**src/core/dbg_fabric_consts.svh**
```systemverilog
// Register offsets, field positions and reset values of the debug fabric interface
`ifndef DBG_FABRIC_CONSTS_SVH
`define DBG_FABRIC_CONSTS_SVH
`define DFI_REG_CTRL 8'h00
`define DFI_REG_SWTRIG 8'h04
`define DFI_REG_APB_ADDR 8'h08
`define DFI_REG_APB_WDATA 8'h0C
`define DFI_REG_APB_CMD 8'h10
`define DFI_REG_APB_RDATA 8'h14
`define DFI_REG_STATUS 8'h18
`define DFI_CTRL_RESET 14'h0000
`define DFI_CTRL_IGATE_BIT 8
`define DFI_CTRL_SYNC_LSB 9
`define DFI_CTRL_TRACE_EN_BIT 13
`define DFI_SWTRIG_PROBE_LSB 8
`define DFI_CMD_WRITE_BIT 0
`define DFI_STATUS_SEEN_LSB 8
`define DFI_NUM_PORTS 4
`define DFI_NUM_CHAN 4
`endif

```
**src/core/dbg_fabric_pkg.sv**
```systemverilog
// Types shared by the debug fabric interface
package dbg_fabric_pkg;
  typedef enum logic [1:0] {
    APB_IDLE = 2'b00,
    APB_SETUP = 2'b01,
    APB_ACCESS = 2'b10
  } apb_state_e;
endpackage

```
**src/core/bit_sync.sv**
```systemverilog
// Two flip-flop level synchroniser with clock enable
`timescale 1ns/100ps
`default_nettype none
module bit_sync #(
  parameter int W = 8
) (
  // Clock and reset
  input wire logic i_clock,
  input wire logic i_rst,
  input wire logic i_ce,
  // Levels
  input wire logic [W-1:0] i_d,
  output logic [W-1:0] o_q
);
  logic [W-1:0] meta_ff;

  // First stage feeds only the second stage
  always_ff @(posedge i_clock or posedge i_rst) begin
    if (i_rst) begin
      meta_ff <= '0;
      o_q <= '0;
    end else if (i_ce) begin
      meta_ff <= i_d;
      o_q <= meta_ff;
    end
  end
endmodule
`default_nettype wire

```
**src/core/debug_fabric_interface.sv**
```systemverilog
// Debug and trace boundary between the processor subsystem and the fabric
// Function
// - Replicate every trace word to both sinks
// - Forwarded trace clock is bus clock halved
// - Low sixteen data bits change every edge
// - Full 32-bit trace bus changes both edges
// - Clock select: 0 fabric, 1 internal
// - Unconfigured fabric forces internal trace clock
// - Trigger outputs gated by invasive debug enable or opened per line by control bits 7:0
// - Trigger inputs masked by non-invasive enable unless control bit DFI_CTRL_IGATE_BIT is set
// - Eight acknowledged trigger lines each way
// - Synchronise fabric triggers and acknowledges
// - Matrix channel outputs synchronised, enable per port
// - Two linked trigger matrices
// - Probes triggered by software or channels
// - Debug APB extended into the fabric
// - Write select low reads, high writes
// - 32-bit read and write data buses
// - Forty-four fabric event lines to trace macrocell
`timescale 1ns/100ps
`default_nettype none
`include "dbg_fabric_consts.svh"
module debug_fabric_interface
  import dbg_fabric_pkg::*;
#(
  parameter int NT = 8,
  parameter int NE = 44,
  parameter int NP = 6
) (
  // Clock, reset, enable
  input wire logic i_clock,
  input wire logic i_rst,
  input wire logic i_ce,
  // Register port
  input wire logic [7:0] i_addr,
  input wire logic [31:0] i_wdata,
  input wire logic i_wr,
  input wire logic i_rd,
  output logic [31:0] o_rdata,
  // Authentication
  input wire logic i_dbg_enable,
  input wire logic i_nonin_dbg_enable,
  // Trace stream
  input wire logic i_trace_valid,
  input wire logic [31:0] i_trace_word,
  output logic o_router_valid,
  output logic [31:0] o_router_word,
  output logic o_forwarded_trace_clock,
  output logic [31:0] o_trace_data_out,
  // Trace capture clock choice
  input wire logic i_trace_clock_select,
  input wire logic i_fabric_configured,
  output logic o_capture_clock_internal,
  // Fabric cross triggers
  input wire logic [NT-1:0] i_fabric_trigger_in,
  output logic [NT-1:0] o_fabric_trigger_in_acknowledge,
  output logic [NT-1:0] o_fabric_trigger_out,
  input wire logic [NT-1:0] i_fabric_trigger_out_acknowledge,
  // Matrix ports and probes
  input wire logic [15:0] i_port_channel_in,
  output logic [15:0] o_port_channel_out,
  input wire logic [NP-1:0] i_probe_channel_in,
  output logic [NP-1:0] o_probe_trigger,
  // Fabric debug APB
  output logic o_psel,
  output logic o_penable,
  output logic [31:0] o_paddr,
  output logic o_fabric_debug_write_select,
  output logic [31:0] o_fabric_debug_write_bus,
  input wire logic [31:0] i_fabric_debug_read_bus,
  input wire logic i_pready,
  input wire logic i_pslverr,
  // Event lines
  input wire logic [NE-1:0] i_fabric_events,
  output logic [NE-1:0] o_trace_macrocell_events
);
  typedef struct packed {
    logic [13:0] ctrl;
    logic [31:0] rdata;
    logic rvalid;
    logic [31:0] rword;
    logic tclk;
    logic [31:0] tdata;
    logic use_int;
    logic [NT-1:0] tin_ack;
    logic [NT-1:0] tout;
    logic [NT-1:0] seen;
    logic [3:0] chan_a;
    logic [7:0] chan_b;
    logic [NP-1:0] b_in;
    logic [15:0] port_out;
    logic [NP-1:0] probe;
    apb_state_e st;
    logic psel;
    logic penable;
    logic [31:0] paddr;
    logic [31:0] pwdata;
    logic pwrite;
    logic [31:0] apb_rd;
    logic err;
    logic [NE-1:0] ev_prev;
    logic [NE-1:0] ev;
  } state_s;

  state_s q;
  state_s d;
  logic [NT-1:0] tin_s;
  logic [NT-1:0] tack_s;
  logic [15:0] port_s;
  logic [NT-1:0] rise;
  logic [NT-1:0] ogate;
  logic igate;
  logic [3:0] a_src;

  ////////////////////////////////////////////////////////////////////////////
  // Synchronisers from the fabric and toward the matrix ports
  bit_sync #(.W(NT)) u_tin_sync (
    .i_clock(i_clock),
    .i_rst(i_rst),
    .i_ce(i_ce),
    .i_d(i_fabric_trigger_in),
    .o_q(tin_s)
  );
  bit_sync #(.W(NT)) u_tack_sync (
    .i_clock(i_clock),
    .i_rst(i_rst),
    .i_ce(i_ce),
    .i_d(i_fabric_trigger_out_acknowledge),
    .o_q(tack_s)
  );
  bit_sync #(.W(16)) u_port_sync (
    .i_clock(i_clock),
    .i_rst(i_rst),
    .i_ce(i_ce),
    .i_d({`DFI_NUM_PORTS{q.chan_a}}),
    .o_q(port_s)
  );

  ////////////////////////////////////////////////////////////////////////////
  // Gates from the authentication levels
  always_comb begin
    ogate = q.ctrl[NT-1:0] | {NT{i_dbg_enable}};
    igate = q.ctrl[`DFI_CTRL_IGATE_BIT] | i_nonin_dbg_enable;
    rise = tin_s & ~q.tin_ack & {NT{igate}};
    // Fold eight lines, four ports and six probes onto four channels
    a_src = rise[3:0] | rise[7:4];
    a_src = a_src | i_port_channel_in[3:0] | i_port_channel_in[7:4];
    a_src = a_src | i_port_channel_in[11:8] | i_port_channel_in[15:12];
    a_src = a_src | q.b_in[3:0] | {2'b00, q.b_in[5:4]};
  end

  ////////////////////////////////////////////////////////////////////////////
  // Next state of the whole block
  always_comb begin
    d = q;
    d.rvalid = i_trace_valid;
    d.rword = i_trace_word;
    if (q.ctrl[`DFI_CTRL_TRACE_EN_BIT]) begin
      d.tclk = ~q.tclk;
      // Each bus clock is one edge of the forwarded clock
      if (i_trace_valid) begin
        d.tdata = i_trace_word;
      end
    end
    // Unconfigured fabric gives no clock, so fall back to internal
    d.use_int = i_trace_clock_select | ~i_fabric_configured;

    // Acknowledge follows the synchronised trigger level
    d.tin_ack = tin_s;
    // Link of the two matrices uses registered copies, so no ring forms
    d.chan_a = a_src;
    d.b_in = i_probe_channel_in;
    d.chan_b = {2'b00, q.b_in | {q.chan_a[1:0], q.chan_a}};
    d.probe = q.chan_b[NP-1:0];
    for (int p = 0; p < `DFI_NUM_PORTS; p++) begin
      if (q.ctrl[`DFI_CTRL_SYNC_LSB + p]) begin
        d.port_out[p*4 +: 4] = port_s[p*4 +: 4];
      end else begin
        d.port_out[p*4 +: 4] = q.chan_a;
      end
    end

    // Outgoing handshake: raise, hold until acknowledged, then drop
    for (int i = 0; i < NT; i++) begin
      if (!ogate[i] || tack_s[i]) begin
        d.tout[i] = 1'b0;
      end else if (q.chan_a[i % 4]) begin
        d.tout[i] = 1'b1;
      end
    end

    // Event lines become one-cycle pulses on a rising edge
    d.ev_prev = i_fabric_events;
    d.ev = i_fabric_events & ~q.ev_prev;

    // Register writes
    d.seen = q.seen | rise;
    if (i_wr) begin
      unique case (i_addr)
        `DFI_REG_CTRL: d.ctrl = i_wdata[13:0];
        `DFI_REG_SWTRIG: begin
          for (int i = 0; i < NT; i++) begin
            if (i_wdata[i] && ogate[i] && !tack_s[i]) begin
              d.tout[i] = 1'b1;
            end
          end
          d.probe = q.chan_b[NP-1:0] | i_wdata[`DFI_SWTRIG_PROBE_LSB +: NP];
        end
        `DFI_REG_APB_ADDR: d.paddr = (q.st == APB_IDLE) ? i_wdata : q.paddr;
        `DFI_REG_APB_WDATA: d.pwdata = (q.st == APB_IDLE) ? i_wdata : q.pwdata;
        `DFI_REG_APB_CMD: begin
          // A command while busy is dropped; the bus is never stalled
          if (q.st == APB_IDLE) begin
            d.pwrite = i_wdata[`DFI_CMD_WRITE_BIT];
            d.st = APB_SETUP;
            d.psel = 1'b1;
            d.err = 1'b0;
          end
        end
        // New arrivals win over the write-one clear
        `DFI_REG_STATUS: d.seen = (q.seen & ~i_wdata[15:8]) | rise;
        default: ;
      endcase
    end

    // Fabric debug APB master
    unique case (q.st)
      APB_IDLE: ;
      APB_SETUP: begin
        d.st = APB_ACCESS;
        d.penable = 1'b1;
      end
      APB_ACCESS: begin
        if (i_pready) begin
          d.st = APB_IDLE;
          d.psel = 1'b0;
          d.penable = 1'b0;
          d.err = i_pslverr;
          if (!q.pwrite) begin
            d.apb_rd = i_fabric_debug_read_bus;
          end
        end
      end
      default: begin
        d.st = APB_IDLE;
        d.psel = 1'b0;
        d.penable = 1'b0;
      end
    endcase

    // Read data stand for one cycle only
    d.rdata = '0;
    if (i_rd) begin
      unique case (i_addr)
        `DFI_REG_CTRL: d.rdata = {18'h0, q.ctrl};
        `DFI_REG_APB_ADDR: d.rdata = q.paddr;
        `DFI_REG_APB_WDATA: d.rdata = q.pwdata;
        `DFI_REG_APB_RDATA: d.rdata = q.apb_rd;
        `DFI_REG_STATUS: d.rdata = {16'h0000, q.seen, 5'h00, q.use_int, q.err,
                                    q.st != APB_IDLE};
        default: d.rdata = '0;
      endcase
    end
  end

  ////////////////////////////////////////////////////////////////////////////
  // State register, frozen while the clock enable is low
  always_ff @(posedge i_clock or posedge i_rst) begin
    if (i_rst) begin
      q <= '0;
      q.ctrl <= `DFI_CTRL_RESET;
      q.use_int <= 1'b1;
      q.st <= APB_IDLE;
    end else if (i_ce) begin
      q <= d;
    end
  end

  // Outputs straight from the state register
  assign o_rdata = q.rdata;
  assign o_router_valid = q.rvalid;
  assign o_router_word = q.rword;
  assign o_forwarded_trace_clock = q.tclk;
  assign o_trace_data_out = q.tdata;
  assign o_capture_clock_internal = q.use_int;
  assign o_fabric_trigger_in_acknowledge = q.tin_ack;
  assign o_fabric_trigger_out = q.tout;
  assign o_port_channel_out = q.port_out;
  assign o_probe_trigger = q.probe;
  assign o_psel = q.psel;
  assign o_penable = q.penable;
  assign o_paddr = q.paddr;
  assign o_fabric_debug_write_select = q.pwrite;
  assign o_fabric_debug_write_bus = q.pwdata;
  assign o_trace_macrocell_events = q.ev;

  ////////////////////////////////////////////////////////////////////////////
  // Assertions
  logic trace_en;
  logic [NT-1:0] osel;
  logic [NT-1:0] seen_q;
  assign trace_en = q.ctrl[`DFI_CTRL_TRACE_EN_BIT];
  assign osel = q.ctrl[NT-1:0];
  assign seen_q = q.seen;
endmodule
`default_nettype wire
```
**config.mk**
```make
export PLATFORM = sky130hd
export DESIGN_NAME = debug_fabric_interface
export DESIGN_NICKNAME = d
export VERILOG_FILES = /design/src/core/dbg_fabric_pkg.sv /design/src/core/bit_sync.sv /design/src/core/debug_fabric_interface.sv
export VERILOG_INCLUDE_DIRS = /design/src /design/src/core
export SDC_FILE = /design/constraint.sdc
export NUM_CORES = 1
export LEC_CHECK = 0
export ABC_AREA = 1
export BUFFER_PORTS_ARGS = -buffer_cell sky130_fd_sc_hd__buf_2
export CAP_MARGIN = 20
export CORE_MARGIN = 2
export CORE_UTILIZATION = 58
export CTS_CLUSTER_DIAMETER = 150
export CTS_CLUSTER_SIZE = 16
export DETAILED_ROUTE_END_ITERATION = 16
export PLACE_DENSITY_LB_ADDON = 0.08
export SLEW_MARGIN = 20
export SYNTH_ARGS = -nofsm -noshare
export SYNTH_HDL_FRONTEND = slang
export SYNTH_SLANG_ARGS = --single-unit
```
**constraint.sdc**
```tcl
create_clock -name i_clock -period 24.3 [get_ports i_clock]
set_input_delay 4.86 -clock i_clock [delete_from_list [all_inputs] [get_ports i_clock]]
set_output_delay 4.86 -clock i_clock [all_outputs]
set_load 0.02 [all_outputs]
```
==> flow_summary.json <==
{
  "dp_hpwl_um": 31900,
  "synthTopCellsByArea": "dfrtp_1, nand2_1, buf_4",
  "fmax_ghz": 0.144,
  "synth.most_common_cell": "nand2_1",
  "die_w_um": 183,
  "ctsRootBufferMaster": "clkbuf_16",
  "status": "complete, no violations",
  "cts_setup_buffers": 0,
  "p_leak_nw": 10.6,
  "cts_sinks": 405,
  "synth-edff-count": 0,
  "relSlewSlack_pct": 29.9,
  "coreArea_um2": 31500,
  "report.final.slew_viol_count": 0,
  "drc": 0,
  "worst_slew_pin_slew_ns": 1.05,
  "postSynthCellCount": 2124,
  "slowest_stage": "buf_4",
  "yosys_warnings": 0,
  "vias": 14000,
  "period_needed_ns": 6.96,
  "synth_cell_type_count": 32,
  "reg2reg_setup_slack_ns": 22.39,
  "crit_fanout": 72,
  "hold_viol_final": 0,
  "nets": 2463,
  "ant_nets": 0,
  "h-tree-depth": 1,
  "yosysTopAreaCell": "dfrtp_1",
  "path_delay_family": "buffers and inverters",
  "rr_worst_depth": 5,
  "r2r-start": "q[188]",
  "grtUsageTotal_pct": 27.5,
  "antenna_found_initial": 6,
  "tns_ns": 0,
  "io_buffers": 445,
  "num_rows": 65,
  "area_growth_pct": 6.82,
  "hold_buffers": 0,
  "ir_drop_uv": 55.2,
  "wire_per_inst_um": 17.1,
  "crit_path_end_kind": "register",
  "critPathBufInv": 2,
  "yosysSeqAreaShare_pct": 54.7,
  "gp_congestion": 0.875,
  "drt_iter0_markers": 1012,
  "cts_buffers": 29,
  "min_to": "o_trace_macrocell_events[2]",
  "drt-pass1-iter-count": 6,
  "power.density_nw_per_um2": 71.2,
  "cp-start-kind": "input pin",
  "yosysTopAreaCellShare_pct": 54.6,
  "grt_overflow": 0,
  "ys.flop_type": "dfrtp_1",
  "syn_area_um2": 18500,
  "die_height_um": 183,
  "cts_tree": "built",
  "start_util_pct": 58.9,
  "cp.required_ns": 24.75,
  "maxCapViolations": 0,
  "wirelength_um": 45700,
  "slowest_delay_ns": 0.74,
  "min_period_over_period_pct": 28.6,
  "synth.avg_cell_area_um2": 8.73,
  "hold_class": "register to register",
  "path_clk_slew_ns": 0.07,
  "final_layout_size_suffix_gt1_share_pct": 22.8,
  "die_area_um2": 33400,
  "whs_path_depth": 1,
  "clock_skew_ns": 0.0169,
  "grt_pass1_vias": 13500,
  "synth_commonest_cells": "nand2_1, dfrtp_1, buf_4",
  "synth_nets": 2322,
  "vias_per_cell": 5.23,
  "setup_viol": 0,
  "grt_max_degree": 153,
  "grt_pass1_wl_um": 72600,
  "arrival_ns": 7.41,
  "async_reset_ff_share_pct": 100,
  "hold-worst-slack_ns": 0.454,
  "clockBufferDepth": 3,
  "rsz0062_at_grt": "false",
  "hp-start": "q[46]",
  "path_class": "input pin to register",
  "reg2reg_to": "o_fabric_debug_write_bus[23]",
  "cts-resized-gates": 0,
  "synth-seq-cells": 405,
  "worstSkewPairLatency_ns": 0.55,
  "pin_count": 446,
  "worstPathCellList": "buf_6 > buf_4 > nand2_2 > nor2_4 > nand3_4 > o21ai_1"
}
==> cell type report <==
cell class / instances / area [um^2]
Antenna cell: 3 / 7.51
Clock buffer: 40 / 767
Clock inverter: 1 / 16.3
Fill cell: 2777 / 11700
Inverter: 177 / 689
Multi-Input combinational cell: 1198 / 5350
Sequential cell: 405 / 10100
Tap cell: 402 / 503
Timing Repair Buffer: 454 / 2320
==> logic make-up after synthesis <==
logic type | after synthesis | share of synthesized area (%)
AOI/OAI and AO/OA | 369 | 10.4
xor gates and xnor gates | 1 | 0.0473
buffers and inverters | 521 | 16.5
DFF | 405 | 54.7
and+or+nand+nor | 828 | 18.5
==> cell usage in the layout, fill, tap and decap left out, types with 3 or more instances in the layout <==
master     count
nand2_2        5
clkbuf_1      11
nor2_1        99
a31oi_1        5
buf_2        444
o21ai_0      212
nand4_1        3
inv_1        172
o21a_1         7
nand3_1      146
o21ai_2        7
nand2_1      556
nor3_1         5
clkbuf_16     29
diode_2        3
nor2_4         6
a21oi_1       35
dfrtp_1      404
buf_4          7
a22oi_1        3
o21ai_1       96
==> power breakdown <==
group          switching [W]  leakage, nW  internal, W  total (W)
combinational       0.000127         5.17    0.0000633   0.000190
sequential         0.0000378         5.08     0.000738   0.000775
clock               0.000225        0.377     0.000218   0.000443
total               0.000390         10.6      0.00102    0.00141
==> registers in the layout, summed over array words and instances (netlist names), 4 cells and up <==
signal	cells
o_router_word	32
o_paddr	32
u_tack_sync.o_q	8
u_tin_sync.meta_ff	8
u_tin_sync.o_q	8
u_port_sync.meta_ff	4
o_fabric_trigger_in_acknowledge	8
o_fabric_trigger_out	8
seen_q	8
o_trace_macrocell_events	44
u_port_sync.o_q	4
o_rdata	32
o_port_channel_out	16
o_probe_trigger	6
q	101
o_trace_data_out	32
osel	8
o_fabric_debug_write_bus	32
u_tack_sync.meta_ff	8
==> per-layer routing <==
layer  track usage [%]  vias up  part of all wire (%)
met5                 0        -                 0.088
met4              10.8        6                   4.3
met3              5.36      106                   7.3
met2              43.9      503                    47
met1              37.4     6644                    42
li1                  -     6751                     -
==> worst max path at each step <==
stage | startpoint | to | slack (ns) | cells past startpoint
3_3_place_gp | i_ce | o_fabric_debug_write_bus[25] | 16.90 | 7
2_1_floorplan | i_rst | o_fabric_debug_write_bus[0] | 8.18 | 1
6_report | i_ce | o_fabric_debug_write_bus[23] | 17.34 | 6
3_5_place_dp | i_ce | o_fabric_debug_write_bus[23] | 16.79 | 6
4_1_cts | i_ce | o_fabric_debug_write_bus[23] | 17.37 | 6
5_1_grt | i_ce | o_fabric_debug_write_bus[23] | 17.11 | 7
==> stage by stage <==
stage	total power (W)	area, um^2	setup WS, ns	cells	util [%]
after floorplan	0.000938	18500	8.18	2124	-
after global placement	0.000973	19000	16.90	2635	60.3
after detailed placement	0.000980	19000	16.79	2636	60.4
after CTS	0.00142	19800	17.37	2677	62.8
after global routing	0.00148	19800	17.11	2678	62.9
final	0.00141	19800	17.34	2680	62.9
(Power assumes the default switching activity.)
